[config.mk]
export PLATFORM = sky130hd
export DESIGN_NAME = regulator_fault_supervisor
export DESIGN_NICKNAME = d
export VERILOG_FILES = /design/src/rtl/flag_sync.v /design/src/rtl/regulator_fault_supervisor.v
export VERILOG_INCLUDE_DIRS = /design/src /design/src/rtl
export SDC_FILE = /design/constraint.sdc
export NUM_CORES = 1
export LEC_CHECK = 0
export BUFFER_PORTS_ARGS = -buffer_cell sky130_fd_sc_hd__buf_4
export CORE_MARGIN = 2
export CORE_UTILIZATION = 43
export CTS_CLUSTER_SIZE = 40
export DETAILED_ROUTE_END_ITERATION = 16
export PLACE_DENSITY_LB_ADDON = 0.08
export SYNTH_ARGS = -nofsm -noshare
export SYNTH_HDL_FRONTEND = slang
export SYNTH_SLANG_ARGS = --single-unit
[constraint.sdc]
create_clock -name clk_sys_i -period 2.35 [get_ports clk_sys_i]
set_input_delay 0.1175 -clock clk_sys_i [delete_from_list [all_inputs] [get_ports clk_sys_i]]
set_output_delay 0.1175 -clock clk_sys_i [all_outputs]
set_load 0.02 [all_outputs]
[src/rtl/fault_supervisor_defs.vh]
// constants for the regulator fault supervisor
`ifndef FAULT_SUPERVISOR_DEFS_VH
`define FAULT_SUPERVISOR_DEFS_VH

`define OC_COUNT_LOW      6'd15
`define OC_COUNT_HIGH     6'd60
`define OC_CNT_W          6
`define FREQ_DEFAULT_KHZ  900
`define HICCUP_HOLD_CYC   16'hFFFF
`define HICCUP_CNT_W      16

`endif

[src/rtl/flag_sync.v]
// two-stage synchroniser for a vector of analog comparator flags
`timescale 1ns/1ns
`default_nettype none
module flag_sync #(
  parameter W = 8
) (
  input  wire         clk_sys_i,  // system clock
  input  wire         resetn_i,   // async reset, active low
  input  wire [W-1:0] async_i,    // raw flags
  output reg  [W-1:0] sync_o      // synchronised flags
);
  reg [W-1:0] stage1;

  always @(posedge clk_sys_i or negedge resetn_i)
  begin
    if (!resetn_i)
    begin
      stage1 <= {W{1'b0}};
      sync_o <= {W{1'b0}};
    end
    else
    begin
      stage1 <= async_i;
      sync_o <= stage1;
    end
  end
endmodule
`default_nettype wire

[src/rtl/regulator_fault_supervisor.v]
// fault supervisor: reset output, master shutdown, hiccup, latched faults
// Operation
// - main rail undervoltage holds reset output low, not latched
// - main rail overcurrent lowers reset only once rail is undervoltage
// - aux rail undervoltage or overcurrent leaves reset output unaffected
// - low prereg output, amp not max: keep switching, cut pulse on limit
// - low prereg output, amp at max: hiccup after 15 overcurrent events
// - high prereg output, amp at max: hiccup after 60 overcurrent events
// - one missing catch diode detection latches master shutdown, reset low
// - switch node limit latches master shutdown, reset low until cycled
// - open or grounded frequency pin selects 900 kHz default, no latch
// - pump overvoltage raises master shutdown, not latched
// - pump undervoltage raises master shutdown, released when it clears
// - open pump pins or grounded pump cap a read as pump undervoltage
// - prereg high overvoltage latches master shutdown until cycled
`timescale 1ns/1ns
`default_nettype none
`include "fault_supervisor_defs.vh"
module regulator_fault_supervisor #(
  parameter HICCUP_HOLD = `HICCUP_HOLD_CYC
) (
  input  wire clk_sys_i,              // 125 MHz system clock
  input  wire resetn_i,               // async reset, active low
  input  wire ignition_enable_i,      // ignition enable pin level
  input  wire main_ldo_uv_i,          // main rail below lower uv threshold
  input  wire main_ldo_oc_i,          // main rail overcurrent
  input  wire aux_ldo_uv_i,           // aux rail undervoltage
  input  wire aux_ldo_oc_i,           // aux rail overcurrent
  input  wire prereg_low_i,           // prereg output below 2.4 V
  input  wire err_amp_max_i,          // error amplifier at maximum
  input  wire overcurrent_event_i,    // high side current above limit
  input  wire switch_node_limit_i,    // switch node short current limit
  input  wire catch_diode_missing_i,  // missing catch diode detected
  input  wire freq_pin_fault_i,       // freq_set_sync_pin open or grounded
  input  wire pump_overvolt_i,        // pump rail overvoltage
  input  wire pump_undervolt_i,       // pump rail undervoltage
  input  wire pump_pin_open_i,        // pump rail or pump cap pin open
  input  wire pump_cap_a_gnd_i,       // pump_cap_a shorted to ground
  input  wire prereg_overvolt_high_i, // prereg high overvoltage detector
  output reg  reset_out_n_o,          // reset output, active low
  output reg  master_shutdown_reset_o,// all regulators off
  output reg  pulse_terminate_o,      // end current switch node pulse
  output reg  hiccup_o,               // hiccup mode active
  output reg  freq_default_o,         // oscillator uses default frequency
  output reg  latched_fault_o,        // a latched fault is held
  output reg  aux_fault_o             // aux rail fault, status only
);
  localparam ST_RUN    = 1'b0;
  localparam ST_HICCUP = 1'b1;
  localparam NF = 17;

  // one bit per pin flag; bit 0 is a spare held at zero
  wire [NF-1:0] raw;

  assign raw[16] = ignition_enable_i;
  assign raw[15] = main_ldo_uv_i;
  assign raw[14] = main_ldo_oc_i;
  assign raw[13] = aux_ldo_uv_i;
  assign raw[12] = aux_ldo_oc_i;
  assign raw[11] = prereg_low_i;
  assign raw[10] = err_amp_max_i;
  assign raw[9]  = overcurrent_event_i;
  assign raw[8]  = switch_node_limit_i;
  assign raw[7]  = catch_diode_missing_i;
  assign raw[6]  = freq_pin_fault_i;
  assign raw[5]  = pump_overvolt_i;
  assign raw[4]  = pump_undervolt_i;
  assign raw[3]  = pump_pin_open_i;
  assign raw[2]  = pump_cap_a_gnd_i;
  assign raw[1]  = prereg_overvolt_high_i;
  assign raw[0]  = 1'b0;
  wire [NF-1:0] s;

  flag_sync #(.W(NF)) u_sync (
    .clk_sys_i (clk_sys_i),
    .resetn_i  (resetn_i),
    .async_i   (raw),
    .sync_o    (s)
  );

  wire en       = s[16];
  wire main_uv  = s[15];
  wire main_oc  = s[14];
  wire aux_uv   = s[13];
  wire aux_oc   = s[12];
  wire vlow     = s[11];
  wire amp_max  = s[10];
  wire oc_ev    = s[9];
  wire sw_lim   = s[8];
  wire diode_ms = s[7];
  wire fpin     = s[6];
  wire cp_ov    = s[5];
  wire cp_uv    = s[4];
  wire cp_open  = s[3];
  wire cpa_gnd  = s[2];
  wire ov_high  = s[1];

  // sticky fault next value: a set in the same cycle beats the clear
  function latch_next;
    input set;
    input clr;
    input cur;
    begin
      if (set)
        latch_next = 1'b1;
      else if (clr)
        latch_next = 1'b0;
      else
        latch_next = cur;
    end
  endfunction

  // counter end test shared by the event count and the hiccup hold
  function at_limit;
    input [`HICCUP_CNT_W-1:0] cnt;
    input [`HICCUP_CNT_W-1:0] lim;
    begin
      at_limit = (cnt >= lim);
    end
  endfunction

  reg                     en_d;
  reg                     oc_d;
  reg                     latch_diode;
  reg                     latch_sw;
  reg                     latch_ov;
  reg                     state;
  reg [`OC_CNT_W-1:0]     oc_cnt;
  reg [`HICCUP_CNT_W-1:0] hic_cnt;
  reg                     next_latch_diode;
  reg                     next_latch_sw;
  reg                     next_latch_ov;
  reg                     next_state;
  reg [`OC_CNT_W-1:0]     next_oc_cnt;
  reg [`HICCUP_CNT_W-1:0] next_hic_cnt;

  // fresh enable edge clears latches; the power-up path is resetn_i
  wire en_rise  = en & ~en_d;
  wire oc_rise  = oc_ev & ~oc_d;
  wire pump_uv  = cp_uv | cp_open | cpa_gnd;
  wire latched  = latch_diode | latch_sw | latch_ov;
  // overcurrent alone never pulls reset: foldback must first drag rail into uv
  wire rst_low  = main_uv;
  wire [`OC_CNT_W-1:0] oc_limit = vlow ? `OC_COUNT_LOW
                                       : `OC_COUNT_HIGH;

  // only the diode and switch node latches pull the reset output low
  wire rst_latch = latch_diode | latch_sw;
  wire [`HICCUP_CNT_W-1:0] hold_last =
    HICCUP_HOLD[`HICCUP_CNT_W-1:0] - 16'h0001;

  // sticky faults: only a fresh enable edge or resetn_i clears them
  always @*
  begin
    next_latch_diode = latch_next(diode_ms, en_rise, latch_diode);
    next_latch_sw    = latch_next(sw_lim, en_rise, latch_sw);
    next_latch_ov    = latch_next(ov_high, en_rise, latch_ov);
  end

  // enable and overcurrent edge detectors
  always @(posedge clk_sys_i or negedge resetn_i)
  begin
    if (!resetn_i)
    begin
      en_d <= 1'b0;
      oc_d <= 1'b0;
    end
    else
    begin
      en_d <= en;
      oc_d <= oc_ev;
    end
  end

  always @(posedge clk_sys_i or negedge resetn_i)
  begin
    if (!resetn_i)
      latch_diode <= 1'b0;
    else
      latch_diode <= next_latch_diode;
  end

  always @(posedge clk_sys_i or negedge resetn_i)
  begin
    if (!resetn_i)
      latch_sw <= 1'b0;
    else
      latch_sw <= next_latch_sw;
  end

  always @(posedge clk_sys_i or negedge resetn_i)
  begin
    if (!resetn_i)
      latch_ov <= 1'b0;
    else
      latch_ov <= next_latch_ov;
  end

  // overcurrent counting and hiccup hold-off
  always @*
  begin
    next_state   = state;
    next_oc_cnt  = oc_cnt;
    next_hic_cnt = hic_cnt;
    case (state)
      ST_RUN:
      begin
        next_hic_cnt = {`HICCUP_CNT_W{1'b0}};
        if (!amp_max)
          next_oc_cnt = {`OC_CNT_W{1'b0}};
        else if (oc_rise)
        begin
          if (at_limit({10'h000, oc_cnt + 6'd1}, {10'h000, oc_limit}))
          begin
            next_state  = ST_HICCUP;
            next_oc_cnt = {`OC_CNT_W{1'b0}};
          end
          else
            next_oc_cnt = oc_cnt + 6'd1;
        end
      end
      ST_HICCUP:
      begin
        // events during the hold are ignored; counting restarts after it
        next_oc_cnt = {`OC_CNT_W{1'b0}};
        if (at_limit(hic_cnt, hold_last))
          next_state = ST_RUN;
        else
          next_hic_cnt = hic_cnt + 16'h0001;
      end
      default:
        next_state = ST_RUN;
    endcase
  end

  always @(posedge clk_sys_i or negedge resetn_i)
  begin
    if (!resetn_i)
    begin
      state   <= ST_RUN;
      oc_cnt  <= {`OC_CNT_W{1'b0}};
      hic_cnt <= {`HICCUP_CNT_W{1'b0}};
    end
    else
    begin
      state   <= next_state;
      oc_cnt  <= next_oc_cnt;
      hic_cnt <= next_hic_cnt;
    end
  end

  // supply control outputs
  always @(posedge clk_sys_i or negedge resetn_i)
  begin
    if (!resetn_i)
    begin
      reset_out_n_o           <= 1'b0;
      master_shutdown_reset_o <= 1'b1;
    end
    else
    begin
      master_shutdown_reset_o <= latched | cp_ov | pump_uv;
      // pump faults and prereg overvoltage leave reset to the main rail
      reset_out_n_o <= ~(rst_low | rst_latch);
    end
  end

  // switching stage outputs
  always @(posedge clk_sys_i or negedge resetn_i)
  begin
    if (!resetn_i)
    begin
      pulse_terminate_o <= 1'b0;
      hiccup_o          <= 1'b0;
      freq_default_o    <= 1'b0;
    end
    else
    begin
      // pulse-by-pulse limit keeps switching; only this pulse ends
      pulse_terminate_o <= oc_ev;
      hiccup_o          <= (state == ST_HICCUP);
      freq_default_o    <= fpin;
    end
  end

  // status outputs
  always @(posedge clk_sys_i or negedge resetn_i)
  begin
    if (!resetn_i)
    begin
      latched_fault_o <= 1'b0;
      aux_fault_o     <= 1'b0;
    end
    else
    begin
      latched_fault_o <= latched;
      aux_fault_o     <= aux_uv | aux_oc;
    end
  end
endmodule
`default_nettype wire

==> reports/qor.log <==
[critical_path] Crit-path slowest cell sky130_fd_sc_hd__dfrtp_1
[floorplan] effective utilization at floorplan 0.443
[route] DRC marker count from the first detailed-route iteration 68
[critical_path] critical path peak fanout 6
[timing] Least-Margin Pin Slew 0.764 ns
[route] total met3 wirelength after detailed routing 126 um
[timing] unrepaired setup endpoints after global routing false
[cells_and_area] Storage cell area 0.00160 mm^2
[critical_path] highest cell delay on the worst timing path 0.43 ns
[clock_network] Clock transition at path regs 0.07 ns
[yosys] FFs w/ async S/R, synth 1.00
[yosys] sequential-to-total area share from yosys stat 0.662
[timing] count of final hold-check violations 0
[power] combinational share of power 0.040
[critical_path] capturing element type of the critical path flop
[timing] final count of negative-setup-slack endpoints 0
[route] wire length per cell after detailed routing 12.3 um
[floorplan] Top-Level Pins 25
[placed_design] number of I/O port buffers 23
[floorplan] floorplan core area 0.00547 mm^2
[route] highest metal used met4
[clock_network] CTS tree built
[power] clock network power share 0.460
[clock_network] number of buffers inserted to repair setup after CTS 0
[status] status finished, final reports clean
[clock_network] largest buffer count on any clock path 2
[placed_design] GPL Wtd Cong 0.712
[critical_path] ordered cell list for the critical path ha_1 > nand3_1 > xnor2_1 > ha_1 > nand2_1 > a21o_1 > o31ai_1 > buf_4 > a21oi_1 > a21o_1
[route] M1 wire length 1730 um
[route] number of routed nets with antenna violations 0
[floorplan] Rows 27
[yosys] synthesized net count 214
[power] internal portion of total power 1820 uW
[clock_network] maximum level of the CTS H-tree 3
[yosys] Syn. warnings 0
[route] final routed DRC violation total 0
[yosys] netlist area before placement 0.00242 mm^2
[route] detailed-route wire length 3860 um
[route] Vias/cell 4.79
[grt] via count of the first global-routing pass 1666
[clock_network] total CTS buffers 9
[floorplan] die area 0.00625 mm^2
[grt] global router's overall resource usage 0.147
[yosys] post-synth cell types 37
[floorplan] overall die width 79.1 um
[flow_run] number of maximum-capacitance violations 0
[timing] aggregate negative setup slack 0 ns
[cells_and_area] share of cells above drive strength 1 0.198
[timing] worst slew margin relative to its limit 0.491
[critical_path] data arrival time of the critical path 2.35 ns
[timing] final critical path time including I/O delays and setup 2.12 ns
[timing] Max Slew Vio Count 0
[timing] setup skew after layout 0.00794 ns
[cells_and_area] synthesis-to-finish area growth 26.5%
[cells_and_area] multi-input combinational cell area 781 um^2
[yosys] Seq cells post-synth 64
[hold_path] class of the most critical hold timing path flop to flop
[clock_network] clock root buffer sky130_fd_sc_hd__clkbuf_8
[route] number of search-and-repair iterations in the first detailed-routing pass 4
[cells_and_area] number of diodes 0
[timing] fin crit share 0.904
[grt] aggregate global routing overflow 0
[timing] upper clock frequency limit 471 MHz
[critical_path] Setup CP Type flop to flop
[grt] first-pass GRT wire length 6960 um
[critical_path] buffer and inverter count on the worst path 1
[placed_design] half-perimeter wire length of the detailed placement result 2450 um
[yosys] Avg Synthesized Cell Area 12.8 um^2
[placed_design] pre-CTS worst setup slack 0.235 ns
[floorplan] die height 79.1 um
[grt] antenna violations before repair 0
[power] static power due to leakage 0.00140 uW
[critical_path] family with the most delay on the worst path compound AO/OA/AOI/OAI gates
[yosys] cells after synthesis 189
[yosys] number of synthesized flops with an enable pin 0
[critical_path] critical path required time 2.58 ns
[cells_and_area] leading cell type in the layout, fill and taps excluded sky130_fd_sc_hd__dfrtp_1
[power] share of total power in sequential cells 0.499
[power] power dissipated by switching net loads 489 uW
[yosys] dominant synthesized flop cell sky130_fd_sc_hd__dfrtp_1
[cells_and_area] # fillers 476
[grt] pin count of the biggest net entering global routing 65
[route] sum of met2 wire segment lengths after detailed routing 1890 um
[timing] final worst setup slack 0.226 ns
[route] vias after detailed routing 1504
[critical_path] critical path launch point type flop
[power] switching share of power 0.212
[cells_and_area] commonest cells after routing, fill and taps aside 63 x sky130_fd_sc_hd__dfrtp_1, 25 x sky130_fd_sc_hd__buf_4, 16 x sky130_fd_sc_hd__dlygate4sd3_1
[clock_network] later-pin clock latency in the skew report 0.34 ns
[power] cell area power density 752 mW/mm^2
[cells_and_area] net count of the finished layout 262
[clock_network] clock tree sinks 64
[power] worst vdd ir 0.427 mV
-- state kept, by name, indices dropped and copies added (netlist names) --
name / count
aux_fault_o: 1
en_d: 1
freq_default_o: 1
hic_cnt: 16
hiccup_o: 1
latch_diode: 1
latch_next.cur: 1
latch_sw: 1
latched_fault_o: 1
master_shutdown_reset_o: 1
oc_cnt: 6
pulse_terminate_o: 1
reset_out_n_o: 1
state: 1
u_sync.stage1: 15
u_sync.sync_o: 15
-- power by group through the flow --
stage / sequential, uW / clock (uW) / combinational [uW]
after global routing: 1150 / 1140 / 105
final: 1150 / 1060 / 93.2
after floorplan: 1170 / 0 / 19.5
after global placement: 1170 / 0 / 72.3
after detailed placement: 1170 / 0 / 75.5
after CTS: 1150 / 1090 / 95.9
-- stage by stage --
step | instance area [um^2] | cells | hold slack [ns] | power, uW | utilization
CTS | 3070 | 314 | 0.344 | 2330 | 0.560
detailed placement | 2680 | 282 | 0.228 | 1250 | 0.489
global route | 3070 | 314 | 0.361 | 2400 | 0.560
floorplan | 2420 | 189 | -0.178 | 1190 | -
global placement | 2680 | 282 | 0.227 | 1240 | 0.489
finish | 3070 | 314 | 0.342 | 2310 | 0.560
-- path summary, 6_finish.rpt --
path	slack (ns)	end	cells past startpoint	start
max in group asynchronous	1.45	hic_cnt[8]$_DFFE_PN0P_	2	resetn_i
max	0.23	oc_cnt[2]$_DFFE_PN0P_	10	oc_cnt[0]$_DFFE_PN0P_
min	0.34	u_sync.sync_o[3]$_DFF_PN0_	0	u_sync.stage1[3]$_DFF_PN0_
min reg2reg	0.34	u_sync.sync_o[3]$_DFF_PN0_	0	u_sync.stage1[3]$_DFF_PN0_
max reg2reg	0.23	oc_cnt[2]$_DFFE_PN0P_	10	oc_cnt[0]$_DFFE_PN0P_
min in group asynchronous	0.40	oc_cnt[0]$_DFFE_PN0P_	2	resetn_i
-- Yosys cell counts, types with 5 or more instances --
| cell | number | area [um^2] |
|---|---|---|
| sky130_fd_sc_hd__nand3_1 | 6 | 30.0 |
| sky130_fd_sc_hd__nor2_1 | 5 | 18.8 |
| sky130_fd_sc_hd__o21ai_0 | 6 | 30.0 |
| sky130_fd_sc_hd__dfrtp_1 | 63 | 1580 |
| sky130_fd_sc_hd__nor3_1 | 6 | 30.0 |
| sky130_fd_sc_hd__xor2_1 | 6 | 52.6 |
| sky130_fd_sc_hd__ha_1 | 7 | 87.6 |
| sky130_fd_sc_hd__nand2_1 | 15 | 56.3 |
| sky130_fd_sc_hd__a21o_1 | 5 | 37.5 |
| sky130_fd_sc_hd__nand2b_1 | 9 | 56.3 |
| sky130_fd_sc_hd__xnor2_1 | 6 | 52.6 |
| sky130_fd_sc_hd__and2_1 | 9 | 56.3 |
-- final cells by class --
cell class,count,share of cell area
Tap cell,72,0.0294
Clock buffer,10,0.0449
Timing Repair Buffer,41,0.113
Sequential cell,64,0.523
Inverter,4,0.00490
Multi-Input combinational cell,117,0.255
Clock inverter,6,0.0298
-- what timing repair did --
| action | 4_1_cts | 5_1_grt |
|---|---|---|
| gates resized for setup | 0 | 0 |
| hold buffers | 16 | 0 |
| hold endpoints to repair | 78 | 0 |
-- worst reg2reg max path, cell delays in order (launching register included) --
cell	delay (ns)
sky130_fd_sc_hd__dfrtp_1	0.43
sky130_fd_sc_hd__ha_1	0.21
sky130_fd_sc_hd__nand3_1	0.10
sky130_fd_sc_hd__xnor2_1	0.17
sky130_fd_sc_hd__ha_1	0.29
sky130_fd_sc_hd__nand2_1	0.05
sky130_fd_sc_hd__a21o_1	0.16
sky130_fd_sc_hd__o31ai_1	0.24
sky130_fd_sc_hd__buf_4	0.17
sky130_fd_sc_hd__a21oi_1	0.04
sky130_fd_sc_hd__a21o_1	0.15
-- cells by family after synthesis --
group / Yosys count / synth area share
compound gates: 27 / 0.0785
fa+ha+maj: 7 / 0.0362
buf+inv: 8 / 0.0160
flops: 64 / 0.662
simple gates: 70 / 0.160
xor+xnor: 12 / 0.0434
mux: 1 / 0.00413
-- layer usage --
layer  track usage  vias up
met1         0.161      722
met3        0.0375       10
met4         0.100        0
li1              -      747
met5             0        -
met2         0.252       25
Power figures use the tool's default switching activity.
